File: config.mk
export PLATFORM = sky130hd
export DESIGN_NAME = trf_thermal_readout
export DESIGN_NICKNAME = d
export VERILOG_FILES = /design/src/include/trf_pkg.sv /design/src/design/trf_thermal_readout.sv
export VERILOG_INCLUDE_DIRS = /design/src /design/src/include
export SDC_FILE = /design/constraint.sdc
export NUM_CORES = 2
export LEC_CHECK = 0
export CAP_MARGIN = 20
export CELL_PAD_IN_SITES_DETAIL_PLACEMENT = 1
export CELL_PAD_IN_SITES_GLOBAL_PLACEMENT = 2
export CORE_MARGIN = 3
export CORE_UTILIZATION = 48
export DETAILED_ROUTE_END_ITERATION = 6
export DONT_BUFFER_PORTS = 1
export GPL_TIMING_DRIVEN = 0
export PLACE_DENSITY_LB_ADDON = 0.1
export SYNTH_ARGS = -nofsm -noshare
export SYNTH_HDL_FRONTEND = slang
export SYNTH_SLANG_ARGS = --single-unit
File: constraint.sdc
create_clock -name clk_i -period 4.6 [get_ports clk_i]
set_input_delay 0 -clock clk_i [delete_from_list [all_inputs] [get_ports clk_i]]
set_output_delay 0 -clock clk_i [all_outputs]
set_load 0.05 [all_outputs]
File: src/include/trf_map.svh
// Register offsets, field positions and reset values of the thermal readout block
`ifndef TRF_MAP_SVH
`define TRF_MAP_SVH
`define TRF_OFF_REMOTE_ONE  8'h25
`define TRF_OFF_INTERNAL    8'h26
`define TRF_OFF_REMOTE_TWO  8'h27
`define TRF_OFF_RUN_CTRL    8'h40
`define TRF_OFF_LIMIT_STS   8'h41
`define TRF_OFF_FAULT_STS   8'h42
`define TRF_OFF_LIMIT_BASE  8'h43
`define TRF_OFF_TACH_MIN_LO 8'h54
`define TRF_OFF_TACH_MIN_HI 8'h5B
`define TRF_OFF_PWM_CFG_LO  8'h5C
`define TRF_OFF_PWM_CFG_HI  8'h5E
`define TRF_OFF_ZONE_LO     8'h5F
`define TRF_OFF_ZONE_HI     8'h61
`define TRF_OFF_RAMP_LO     8'h62
`define TRF_OFF_RAMP_HI     8'h63
`define TRF_OFF_MIND_LO     8'h64
`define TRF_OFF_MIND_HI     8'h66
`define TRF_OFF_ZLOW_LO     8'h67
`define TRF_OFF_ZLOW_HI     8'h69
`define TRF_OFF_ZABS_LO     8'h6A
`define TRF_OFF_ZABS_HI     8'h6C
`define TRF_OFF_TACH_PAIR   8'h81
`define TRF_OFF_TOPT_LO     8'h90
`define TRF_OFF_TOPT_HI     8'h92
`define TRF_OFF_POPT_LO     8'h94
`define TRF_OFF_POPT_HI     8'h96
`define TRF_OFF_TACH_MODE   8'hAB
`define TRF_OFF_TOP_R1      8'hAE
`define TRF_OFF_TOP_R2      8'hAF
`define TRF_OFF_TOP_AMB     8'hB3
`define TRF_OFF_MADJ_LO     8'hB4
`define TRF_OFF_MADJ_HI     8'hB7
`define TRF_OFF_TRIP_R1     8'hC4
`define TRF_OFF_TRIP_R2     8'hC5
`define TRF_OFF_TACH_BASE   8'hC8
`define TRF_BIT_START       0
`define TRF_BIT_LOCK        1
`define TRF_BIT_SLOW        0
`define TRF_BIT_LIM_R1      1
`define TRF_BIT_LIM_AMB     2
`define TRF_BIT_LIM_R2      3
`define TRF_BIT_FLT_R1      1
`define TRF_BIT_FLT_R2      2
`define TRF_SENSOR_ERROR    8'h80
`define TRF_TACH_SLOW       16'hFFFE
`define TRF_TACH_STALL      16'hFFFF
`define TRF_RST_PWM_CFG     8'h62
`define TRF_RST_LOW_LIMIT   8'h81
`define TRF_RST_HIGH_LIMIT  8'h7F
`define TRF_RST_ZONE_LOW    8'h5A
`define TRF_RST_TOP_TEMP    8'h64
`define TRF_MODE_FULL       3'h3
`define TRF_MODE_MANUAL     3'h7
`endif

File: src/include/trf_pkg.sv
// Types shared by the thermal readout block
package trf_pkg;
    typedef struct packed {
        logic       valid;
        logic       fault;
        logic [7:0] value;
    } trf_sample_type;

    typedef struct packed {
        logic [7:0] addr;
        logic [7:0] wdata;
        logic       wr;
        logic       rd;
    } trf_bus_type;

    typedef struct packed {
        logic [2:0] mode;
        logic [4:0] rest;
    } trf_pwm_cfg_type;
endpackage

File: src/design/trf_thermal_readout.sv
// Temperature readout, limit and fault status, and fan setup gating
// Functional notes
// - First remote diode reading lives at 25h.
// - Second remote diode reading lives at 27h.
// - Internal sensor reading lives at 26h, beside the remote ones.
// - Remote limit violation sets that diode's flag in limit status.
// - Both remote limit flags sit in the status register at 41h.
// - Fault status at 42h has one short/open bit per remote diode.
// - Diode connection is checked before a remote result updates.
// - Shorted or open diode loads 80h into its reading.
// - Loading 80h also sets that diode's limit flag.
// - Readings are 8-bit two's complement, 81h..7Fh, 80h means error.
// - Zone 1 first remote, zone 2 internal, zone 3 second remote.
// - Three PWM outputs and three tach inputs, manual or automatic.
// - Power up restores defaults, all PWMs full speed until start.
// - Monitoring begins only once start bit at 40h is one.
// - Automatic mode written to PWM config waits for start.
// - Before start defaults are used; afterwards programmed values.
// - Start bit 0, lock bit 1; lock protects limits and parameters.
// - Main power good resets top-temperature and zone low limits.
// - Ramp registers stay writable after start while lock is clear.
// - Slow option reports slow fan FFFEh and stalled fan FFFFh.
// - While start is clear all PWM outputs are held high.
// - Start bit writes are ignored while lock is set.
`include "trf_map.svh"
module trf_thermal_readout
    import trf_pkg::*;
#(
    parameter int NUM_FANS = 3
) (
    input  wire logic           clk_i,
    input  wire logic           rst_i,
    input  wire logic           main_power_good_i,
    input  wire trf_bus_type    bus_i,
    output logic [7:0]          rdata_o,
    input  wire trf_sample_type remote_one_i,
    input  wire trf_sample_type internal_i,
    input  wire trf_sample_type remote_two_i,
    input  wire logic [2:0]     fan_speed_inputs_i,
    input  wire logic [2:0]     fan_slow_i,
    input  wire logic [2:0]     fan_stall_i,
    input  wire logic [47:0]    fan_count_i,
    input  wire logic [7:0]     duty_one_i,
    input  wire logic [7:0]     duty_two_i,
    input  wire logic [7:0]     duty_three_i,
    output logic [2:0]          pwm_full_o,
    output logic [2:0]          pwm_auto_o,
    output logic [23:0]         zone_temp_o,
    output logic                monitor_on_o
);
    if (NUM_FANS != 3) begin : g_chk
        $error("trf_thermal_readout serves exactly three fans");
    end

    function automatic logic in_rng(input logic [7:0] a, input logic [7:0] lo,
                                    input logic [7:0] hi);
        return (a >= lo) && (a <= hi);
    endfunction

    function automatic logic out_lim(input logic [7:0] v, input logic [7:0] lo,
                                     input logic [7:0] hi);
        return ($signed(v) < $signed(lo)) || ($signed(v) > $signed(hi));
    endfunction

    // Register storage
    logic [7:0] rd1_r, rint_r, rd2_r;
    logic [7:0] run_r, lim_sts_r, flt_sts_r;
    logic [7:0] lim_r [0:5];
    logic [7:0] param_r [0:255];
    logic       pg_d_r;

    // Decode
    logic [7:0] a;
    logic       wr, rd;
    assign a  = bus_i.addr;
    assign wr = bus_i.wr;
    assign rd = bus_i.rd;

    wire logic start   = run_r[`TRF_BIT_START];
    wire logic locked  = run_r[`TRF_BIT_LOCK];
    wire logic is_ramp = in_rng(a, `TRF_OFF_RAMP_LO, `TRF_OFF_RAMP_HI);
    wire logic is_lim  = in_rng(a, `TRF_OFF_LIMIT_BASE, `TRF_OFF_LIMIT_BASE + 8'h05);
    wire logic is_param = in_rng(a, `TRF_OFF_TACH_MIN_LO, `TRF_OFF_ZABS_HI)
                       || (a == `TRF_OFF_TACH_PAIR)
                       || in_rng(a, `TRF_OFF_TOPT_LO, `TRF_OFF_TOPT_HI)
                       || in_rng(a, `TRF_OFF_POPT_LO, `TRF_OFF_POPT_HI)
                       || (a == `TRF_OFF_TACH_MODE)
                       || (a == `TRF_OFF_TOP_R1) || (a == `TRF_OFF_TOP_R2)
                       || (a == `TRF_OFF_TOP_AMB)
                       || in_rng(a, `TRF_OFF_MADJ_LO, `TRF_OFF_MADJ_HI)
                       || (a == `TRF_OFF_TRIP_R1) || (a == `TRF_OFF_TRIP_R2);
    // Lock protects everything, ramp included once locked
    wire logic param_we = wr && is_param && !locked;
    wire logic lim_we   = wr && is_lim && !locked;
    wire logic run_we   = wr && (a == `TRF_OFF_RUN_CTRL);
    wire logic pg_rise  = main_power_good_i && !pg_d_r;

    // Conversion update: fault forces the error code
    wire logic upd1 = start && remote_one_i.valid;
    wire logic upd2 = start && remote_two_i.valid;
    wire logic updi = start && internal_i.valid;
    wire logic [7:0] v1 = remote_one_i.fault ? `TRF_SENSOR_ERROR
                                             : remote_one_i.value;
    wire logic [7:0] v2 = remote_two_i.fault ? `TRF_SENSOR_ERROR
                                             : remote_two_i.value;
    // 80h sits below every legal low limit, so the flag follows
    wire logic viol1 = upd1 &&
                       (remote_one_i.fault || out_lim(v1, lim_r[0], lim_r[1]));
    wire logic violi = updi && out_lim(internal_i.value, lim_r[2], lim_r[3]);
    wire logic viol2 = upd2 &&
                       (remote_two_i.fault || out_lim(v2, lim_r[4], lim_r[5]));

    // Status set terms, one limit bit per sensor, one fault bit per remote diode
    wire logic [7:0] lim_set = ({7'h00, viol1} << `TRF_BIT_LIM_R1)
                             | ({7'h00, violi} << `TRF_BIT_LIM_AMB)
                             | ({7'h00, viol2} << `TRF_BIT_LIM_R2);
    wire logic flt1 = upd1 && remote_one_i.fault;
    wire logic flt2 = upd2 && remote_two_i.fault;
    wire logic [7:0] flt_set = ({7'h00, flt1} << `TRF_BIT_FLT_R1)
                             | ({7'h00, flt2} << `TRF_BIT_FLT_R2);
    wire logic rd_lim = rd && (a == `TRF_OFF_LIMIT_STS);
    wire logic rd_flt = rd && (a == `TRF_OFF_FAULT_STS);

    // Run control, start ignored while locked, lock sticks
    wire logic start_nxt = locked ? start : bus_i.wdata[`TRF_BIT_START];
    wire logic lock_nxt  = locked | bus_i.wdata[`TRF_BIT_LOCK];

    always_ff @(posedge clk_i) begin
        if (rst_i) begin
            run_r     <= 8'h00;
            lim_sts_r <= 8'h00;
            flt_sts_r <= 8'h00;
            rd1_r     <= 8'h00;
            rint_r    <= 8'h00;
            rd2_r     <= 8'h00;
            pg_d_r    <= 1'b1; // High, so a level already up is no edge
        end else begin
            pg_d_r <= main_power_good_i;
            if (run_we) begin
                run_r <= {6'h00, lock_nxt, start_nxt};
            end
            if (upd1) begin
                rd1_r <= v1;
            end
            if (updi) begin
                rint_r <= internal_i.value;
            end
            if (upd2) begin
                rd2_r <= v2;
            end
            // Set wins over read-clear
            lim_sts_r <= (rd_lim ? 8'h00 : lim_sts_r) | lim_set;
            flt_sts_r <= (rd_flt ? 8'h00 : flt_sts_r) | flt_set;
        end
    end

    always_ff @(posedge clk_i) begin
        if (rst_i) begin
            for (int i = 0; i < 6; i++) begin
                lim_r[i] <= i[0] ? `TRF_RST_HIGH_LIMIT : `TRF_RST_LOW_LIMIT;
            end
        end else if (lim_we) begin
            lim_r[3'(a - `TRF_OFF_LIMIT_BASE)] <= bus_i.wdata;
        end
    end

    function automatic logic [7:0] param_dflt(input logic [7:0] ad);
        if (in_rng(ad, `TRF_OFF_PWM_CFG_LO, `TRF_OFF_PWM_CFG_HI)) begin
            return `TRF_RST_PWM_CFG;
        end else if (in_rng(ad, `TRF_OFF_ZLOW_LO, `TRF_OFF_ZLOW_HI)) begin
            return `TRF_RST_ZONE_LOW;
        end else if ((ad == `TRF_OFF_TOP_R1) || (ad == `TRF_OFF_TOP_R2)
                     || (ad == `TRF_OFF_TOP_AMB)) begin
            return `TRF_RST_TOP_TEMP;
        end
        return 8'h00;
    endfunction

    always_ff @(posedge clk_i) begin
        if (rst_i) begin
            for (int i = 0; i < 256; i++) begin
                param_r[i] <= param_dflt(8'(i));
            end
        end else if (pg_rise) begin
            for (int i = 0; i < 256; i++) begin
                if (top_dflt_slot(8'(i))) begin
                    param_r[i] <= param_dflt(8'(i));
                end
            end
        end else if (param_we) begin
            param_r[a] <= bus_i.wdata;
        end
    end

    function automatic logic top_dflt_slot(input logic [7:0] ad);
        return (ad == `TRF_OFF_TOP_R1) || (ad == `TRF_OFF_TOP_R2)
            || (ad == `TRF_OFF_TOP_AMB) || in_rng(ad, `TRF_OFF_ZLOW_LO, `TRF_OFF_ZLOW_HI);
    endfunction

    // Effective PWM config: defaults until start
    logic [2:0] mode [0:2];
    logic [2:0] full_nxt, auto_nxt;
    always_comb begin
        full_nxt = 3'h0;
        auto_nxt = 3'h0;
        for (int f = 0; f < 3; f++) begin
            mode[f] = start ? param_r[`TRF_OFF_PWM_CFG_LO + 8'(f)][7:5]
                            : `TRF_MODE_FULL;
            full_nxt[f] = !start || (mode[f] == `TRF_MODE_FULL);
            auto_nxt[f] = start && (mode[f] <= 3'h2 || mode[f] == 3'h5
                                    || mode[f] == 3'h6);
        end
    end

    // Tach reading with slow and stall codes
    function automatic logic [15:0] tach_val(input int f);
        if (param_r[`TRF_OFF_TOPT_LO + 8'(f)][`TRF_BIT_SLOW] && fan_stall_i[f]) begin
            return `TRF_TACH_STALL;
        end else if (param_r[`TRF_OFF_TOPT_LO + 8'(f)][`TRF_BIT_SLOW] && fan_slow_i[f]) begin
            return `TRF_TACH_SLOW;
        end
        return fan_count_i[16*f +: 16];
    endfunction

    // Read mux
    logic [7:0] rdata_nxt;
    logic [2:0] tidx;
    logic [15:0] tv;
    always_comb begin
        tidx = 3'(a - `TRF_OFF_TACH_BASE) >> 1;
        tv = (tidx < 3'h3) ? tach_val(int'(tidx)) : 16'h0000;
        rdata_nxt = 8'h00;
        if (a == `TRF_OFF_REMOTE_ONE) begin
            rdata_nxt = rd1_r;
        end else if (a == `TRF_OFF_INTERNAL) begin
            rdata_nxt = rint_r;
        end else if (a == `TRF_OFF_REMOTE_TWO) begin
            rdata_nxt = rd2_r;
        end else if (a == `TRF_OFF_RUN_CTRL) begin
            rdata_nxt = run_r;
        end else if (a == `TRF_OFF_LIMIT_STS) begin
            rdata_nxt = lim_sts_r;
        end else if (a == `TRF_OFF_FAULT_STS) begin
            rdata_nxt = flt_sts_r;
        end else if (is_lim) begin
            rdata_nxt = lim_r[3'(a - `TRF_OFF_LIMIT_BASE)];
        end else if (is_param) begin
            rdata_nxt = param_r[a];
        end else if (in_rng(a, `TRF_OFF_TACH_BASE, `TRF_OFF_TACH_BASE + 8'h05)) begin
            rdata_nxt = a[0] ? tv[15:8] : tv[7:0];
        end
    end

    always_ff @(posedge clk_i) begin
        if (rst_i) begin
            rdata_o      <= 8'h00;
            pwm_full_o   <= 3'h7;
            pwm_auto_o   <= 3'h0;
            zone_temp_o  <= 24'h000000;
            monitor_on_o <= 1'b0;
        end else begin
            rdata_o      <= rd ? rdata_nxt : 8'h00;
            pwm_full_o   <= full_nxt;
            pwm_auto_o   <= auto_nxt;
            zone_temp_o  <= {rd2_r, rint_r, rd1_r};
            monitor_on_o <= start;
        end
    end

    // Checks
    property p_fault_code;
        @(posedge clk_i) disable iff (rst_i)
        upd1 && remote_one_i.fault |=> rd1_r == `TRF_SENSOR_ERROR;
    endproperty
    a_fault_code: assert property (p_fault_code) else $error("fault not coded");

    property p_fault_flag;
        @(posedge clk_i) disable iff (rst_i)
        upd2 && remote_two_i.fault |=> lim_sts_r[`TRF_BIT_LIM_R2] && flt_sts_r[`TRF_BIT_FLT_R2];
    endproperty
    a_fault_flag: assert property (p_fault_flag) else $error("fault flag missing");

    property p_no_start_hold;
        @(posedge clk_i) disable iff (rst_i)
        !start |=> rd1_r == $past(rd1_r);
    endproperty
    a_no_start_hold: assert property (p_no_start_hold) else $error("updated asleep");

    property p_sleep_full;
        @(posedge clk_i) disable iff (rst_i)
        !start ##1 !start |-> pwm_full_o == 3'h7;
    endproperty
    a_sleep_full: assert property (p_sleep_full) else $error("sleep not full");

    property p_lock_start;
        @(posedge clk_i) disable iff (rst_i)
        locked |=> locked && start == $past(start);
    endproperty
    a_lock_start: assert property (p_lock_start) else $error("locked start moved");

    property p_lock_ramp;
        @(posedge clk_i) disable iff (rst_i)
        locked && wr && is_ramp
            |=> $stable(param_r[`TRF_OFF_RAMP_LO]) && $stable(param_r[`TRF_OFF_RAMP_HI]);
    endproperty
    a_lock_ramp: assert property (p_lock_ramp) else $error("locked ramp written");

    property p_limit_viol;
        @(posedge clk_i) disable iff (rst_i)
        viol1 |=> lim_sts_r[`TRF_BIT_LIM_R1] [*1] ##0 rd1_r == $past(v1);
    endproperty
    a_limit_viol: assert property (p_limit_viol) else $error("limit flag missing");

    property p_pg_default;
        @(posedge clk_i) disable iff (rst_i)
        pg_rise |=> param_r[`TRF_OFF_TOP_R1] == `TRF_RST_TOP_TEMP;
    endproperty
    a_pg_default: assert property (p_pg_default) else $error("top temp not reset");

    property p_fault_status;
        @(posedge clk_i) disable iff (rst_i)
        flt1 |=> flt_sts_r[`TRF_BIT_FLT_R1] && lim_sts_r[`TRF_BIT_LIM_R1];
    endproperty
    a_fault_status: assert property (p_fault_status) else $error("no fault bit");

    property p_lock_limits;
        @(posedge clk_i) disable iff (rst_i)
        locked |=> $stable(lim_r[0]) && $stable(lim_r[1]) && $stable(lim_r[5]);
    endproperty
    a_lock_limits: assert property (p_lock_limits) else $error("locked limit moved");

    property p_sleep_manual;
        @(posedge clk_i) disable iff (rst_i)
        !start |=> pwm_auto_o == 3'h0;
    endproperty
    a_sleep_manual: assert property (p_sleep_manual) else $error("auto asleep");

    property p_monitor_off;
        @(posedge clk_i) disable iff (rst_i)
        !start |=> !monitor_on_o;
    endproperty
    a_monitor_off: assert property (p_monitor_off) else $error("monitor on asleep");
endmodule

Word-level counts from Yosys, hierarchy flattened
Memory sizes are Yosys's and may differ from the RTL's.
Index checks and enable logic that the tools add are counted.
{ "word_totals": {"regBits": 82, "latch_bits": 0, "ramBits": 2096, "mem_bits_ro": 0, "wordCells": 202, "n_memories": 2} }
{ "mem_list": {"columns": ["memory", "depth", "word_bits", "read_ports", "rd_ports_with_merged_regs", "write_ports", "line_no", "text"], "rows": [
  ["param_r", 256, 8, 5, 0, 256, "trf_thermal_readout.sv:69", "logic [7:0] param_r [0:255];"],
  ["lim_r", 6, 8, 7, 0, 6, "trf_thermal_readout.sv:68", "logic [7:0] lim_r [0:5];"]
]} }
{ "classes": {"addsub": 3, "multipliers": 0, "div": 0, "order_cmp": 23, "eq_ne": 22, "shift": 1, "mux": 66, "bitwise": 14, "n_reduce_logical": 58} }
{ "op_table": {"columns": ["operator", "count"], "rows": [
  ["2-to-1 mux 8 bit", 30],
  ["2-to-1 mux 16 bit", 4],
  ["equality test 8 bit (second input constant)", 7],
  ["indexed part select 48 x 7 -> 16 bit", 1],
  ["2-to-1 mux 7 bit", 5],
  [">= comparator 8 bit (second input constant)", 4],
  ["less-or-equal comparator 8 bit (second input constant)", 4],
  ["logical AND 1 bit", 27],
  ["equality test 8 x 6 -> 1 bit (second input constant)", 3],
  ["equality test 8 x 7 -> 1 bit (second input constant)", 3],
  ["greater-than comparator 8 bit", 3],
  ["logical OR 1 bit", 24],
  ["less-than comparator 8 bit", 3],
  ["2-to-1 mux 1 bit", 21],
  ["equality test 3 bit (second input constant)", 6],
  [">= comparator 8 x 7 -> 1 bit (second input constant)", 2],
  ["less-or-equal comparator 8 x 7 -> 1 bit (second input constant)", 2],
  ["OR reduction 8 bit", 2],
  ["2-to-1 mux 3 bit", 4],
  ["equality test 3 x 2 -> 1 bit (second input constant)", 3],
  ["less-or-equal comparator 3 x 2 -> 1 bit (second input constant)", 3],
  ["adder 8 x 2 -> 8 bit (first input constant)", 1],
  ["bitwise OR 8 x 3 -> 8 bit", 1],
  ["bitwise OR 8 x 4 -> 8 bit", 1],
  ["12 further kinds", 23]
]} }

Longest topological paths before layout
{ "depth": {"ltp_word": 20, "ltp_mapped": 16} }

Least setup slack after synthesis
No wires, ideal clock.
{ "synth_timing": {"kind": "in2reg", "from": "input bus_i[10] (netlist bit)", "to": "memory param_r[181][0] (enable)", "setup_time_ps": 387, "t_arrival_ps": 3118, "setup_slack_ps": 1095, "cell_stages": 15, "path_buffers": 7, "path_cell_list": "buf_6 inv_1 clkbuf_1 ha_1 clkbuf_1 a21oi_1 o32ai_1 o21ai_0 o221a_2 buf_2 or2_1 buf_2 buf_6 buf_2 o31ai_1"} }
{ "synth_rtl": {"columns": ["item", "line_no", "text"], "rows": [
  ["start, declared", "trf_thermal_readout.sv:34", "input wire trf_bus_type bus_i,"],
  ["end, declared", "trf_thermal_readout.sv:69", null]
]} }

Worst setup path in the final report
{ "layout_timing": {"from": "input bus_i[12] (netlist bit)", "to": "register rdata_o[1]"} }
{ "layout_via": {"elab_chain_len": 20, "word_cells_on_any_way": 69, "cone_classes": "add/sub (3); order compare (13); eq/ne (13); shift (1); mux (19); reduce/logical (18); memory (2)"} }
{ "layout_lines": {"columns": ["item", "line_no", "text"], "rows": [
  ["branches (longest 19 deep; another with adder 8 x 2 -> 8 bit)", null, null],
  ["2-to-1 mux 8 bit (*)", "trf_thermal_readout.sv:233", "if (a == `TRF_OFF_REMOTE_ONE) begin"],
  ["end signal, assigned", "trf_thermal_readout.sv:262", "rdata_o <= rd ? rdata_nxt : 8'h00;"],
  ["end, declared", "trf_thermal_readout.sv:35", "output logic [7:0] rdata_o,"]
]} }
Every way passes the cells marked *. The select of a mux whose other input is x is not followed.
A chain may end at the register's enable or synchronous reset.

==> metrics.txt <==
CP Launch Type=primary input; hold_ws=0.0199 ns; Synth top area share=0.676; commonest cells after routing, fill and taps aside=1592 x edfxtp_1, 1048 x conb_1, 431 x mux4_2; fin util=0.581; wire per inst=40.1 um; Setup WS pre-CTS=-0.882 ns; total CTS buffers=175; final setup fails=6; CTS tree=done; Post-DP HPWL=219 mm; min-delay worst type=primary input to register; placed insts=7183; postcts setup bufs=0; Async SR Flop Fraction=0; RSZ-0062 raised after global routing=no; Post-synth EDFFs=about 1600; final non-filler cell total=7614; Post-Syn Instances=approximately 4100; Top Layer Used=met5; TNS Setup=-0.801 ns; violated checks=setup timing; htree depth=4; Post-Syn Area=0.0708 mm^2; total congestion overflow=0; area grow syn2layout=19.9%; synth top area cells=edfxtp_1 68%, mux4_2 14%, clkbuf_1 2.2%; relative slew slack=0.101; met3 WL post-DR=37.3 mm; multi-input logic area=approximately 0.023 mm^2; row count=140; vias in the first global route=47500; share of post-route cells with drive strength above 1=0.176; Die W=390 um; Critical-path top delay cell=o311ai_1; final instance area=0.0848 mm^2; final net count=about 5700; number of fill cells=13800; initial antenna violation count=33; Starting Density=0.484; Max Root-Sink Buffers=3; Leak=between 30 and 40 nW; Req. time, crit path=5.33 ns; # DRC=0; synthesized area per cell=17.1 um^2; Max Transition Viols Final=0; post-route minimum period=4.82 ns; chip height=390 um; total track usage=0.403; sequential element share of the synthesized area=0.696; Peak VDD IR=322 uV; Port Buffers=0; GPL Wtd Cong=roughly 1.0; crit-path cells=dlygate4sd3_1 -> buf_4 -> inv_1 -> buf_4 -> buf_4 -> buf_2 -> mux2i_1 -> o21ai_0 -> o22ai_1 -> o311ai_1 -> o2bb2ai_1; Post-Place Cell Area=0.0781 mm^2; CP Capture Type=register; Met1 Wirelength=110 mm; io pins=171; Achievable Freq=0.208 GHz; power density over cell area=423 mW/mm^2; full die area=0.152 mm^2; CP max FO=10; Detailed Route WL=around 300 mm; vias after detailed routing=47800; Final Hold Vio Count=0; max incr delay on CP=1.02 ns; Core Region=approximately 0.15 mm^2; WP data arrival=5.55 ns; Yosys reg bits=1663; Crit Path Class=primary input to register; sequential cell area=0.0492 mm^2; Worst-path clk slew=approximately 0.060 ns; Synth Flop Type=edfxtp_1; Clock Skew=roughly 0.042 ns; Design Power=35.9 mW; outcome=finished, violations left; Worst Tran Pin Value=1.31 ns; Max-Cap Viols=0; cell taking the most area after synthesis=edfxtp_1; synth warn=0; first-pass GRT wire length=407 mm; largest net degree at the start of global routing=17; DRT Pass-1 Iters=6; most common cell after layout, fill and taps aside=edfxtp_1; initial DRC count=7215; antenna viol nets, final=0; Tcrit/Tclk final=1.05; clk sinks=about 1700; DR WL met2=135 mm; clock latency on the worst-skew pair=0.84 ns; Vias per Instance=6.28; Yosys cell types=80; CTS Root Cell=clkbuf_16; most frequent cell on the critical path=buf_4; Final Worst Setup Slack=-0.217 ns
state kept, by name (all words and copies together) (netlist names):
register,flops
param_r,1528
lim_r,64
zone_temp_o,24
rd1_r,8
rd2_r,8
rdata_o,8
rint_r,8
lim_sts_r,3
pwm_auto_o,3
pwm_full_o,3
flt_sts_r,2
run_r,2
monitor_on_o,1
pg_d_r,1
synthesized netlist by cell type (35+ instances only):
library cell,number
buf_2,74
nor4_1,209
nor2_1,86
nor3_1,250
nand3_1,35
o21ai_0,65
ha_1,50
mux2i_1,54
clkbuf_1,408
mux4_2,431
nand2_1,161
inv_1,63
nor2b_1,50
edfxtp_1,1592
buf_4,38
o22ai_1,36
a21oi_1,79
dfxtp_1,71
cell families after synthesis:
kind of cell	synth area share
flip-flops	0.696
adder cells (fa/ha/maj)	0.00884
buffers and inverters	0.0409
other	0.0000530
AND/OR/NAND/NOR	0.0677
multiplexers	0.152
XOR/XNOR	0.000248
AO/OA/AOI/OAI	0.0347
layer usage:
layer | vias to the layer above | GRT usage
li1 | 18400 | -
met4 | 6 | 0.251
met2 | 3555 | 0.598
met5 | - | 0
met1 | 25100 | 0.524
met3 | 825 | 0.120
repair_timing:
item,CTS,global route
hold endpoints to repair,194,0
hold buffers,97,0
endpoints found under the setup margin,1,6
resized for setup,1,4
cloned,0,0
where the power goes:
part / switching, mW / internal (mW) / leakage (nW) / total, mW
Clock: 6.24 / 8.15 / 2.76 / 14.4
Sequential: 0.288 / 17.6 / 16.6 / 17.8
Combinational: 2.54 / 1.12 / 11.0 / 3.66
worst paths after layout:
| check | slack [ns] | to | start | cells after the start |
|---|---|---|---|---|
| max | -0.22 | rdata_o[1] | bus_i[12] | 11 |
| min | 0.02 | lim_sts_r[2] | internal_i[0] | 8 |
| max reg2reg | 0.81 | param_r[198][5] | run_r[1] | 8 |
| min reg2reg | 0.50 | zone_temp_o[6] | rd1_r[6] | 1 |
critical path: cells and delay by family:
| family | cells | cell delay (ns) |
|---|---|---|
| buffers and inverters | 6 | 2.95 |
| muxes | 1 | 0.68 |
| AOI/OAI and AO/OA | 4 | 1.86 |
layout make-up:
class                   instances  area share
well taps                    1917      0.0283
plain buffers                 566      0.0315
diodes                         22    0.000649
multi-input cells            2890       0.268
clock buffers                 214      0.0543
flip-flops and latches       1663       0.580
inverters                      67     0.00296
repair buffers                181      0.0218
clock inverters                94      0.0126
(Power assumes the default switching activity.)
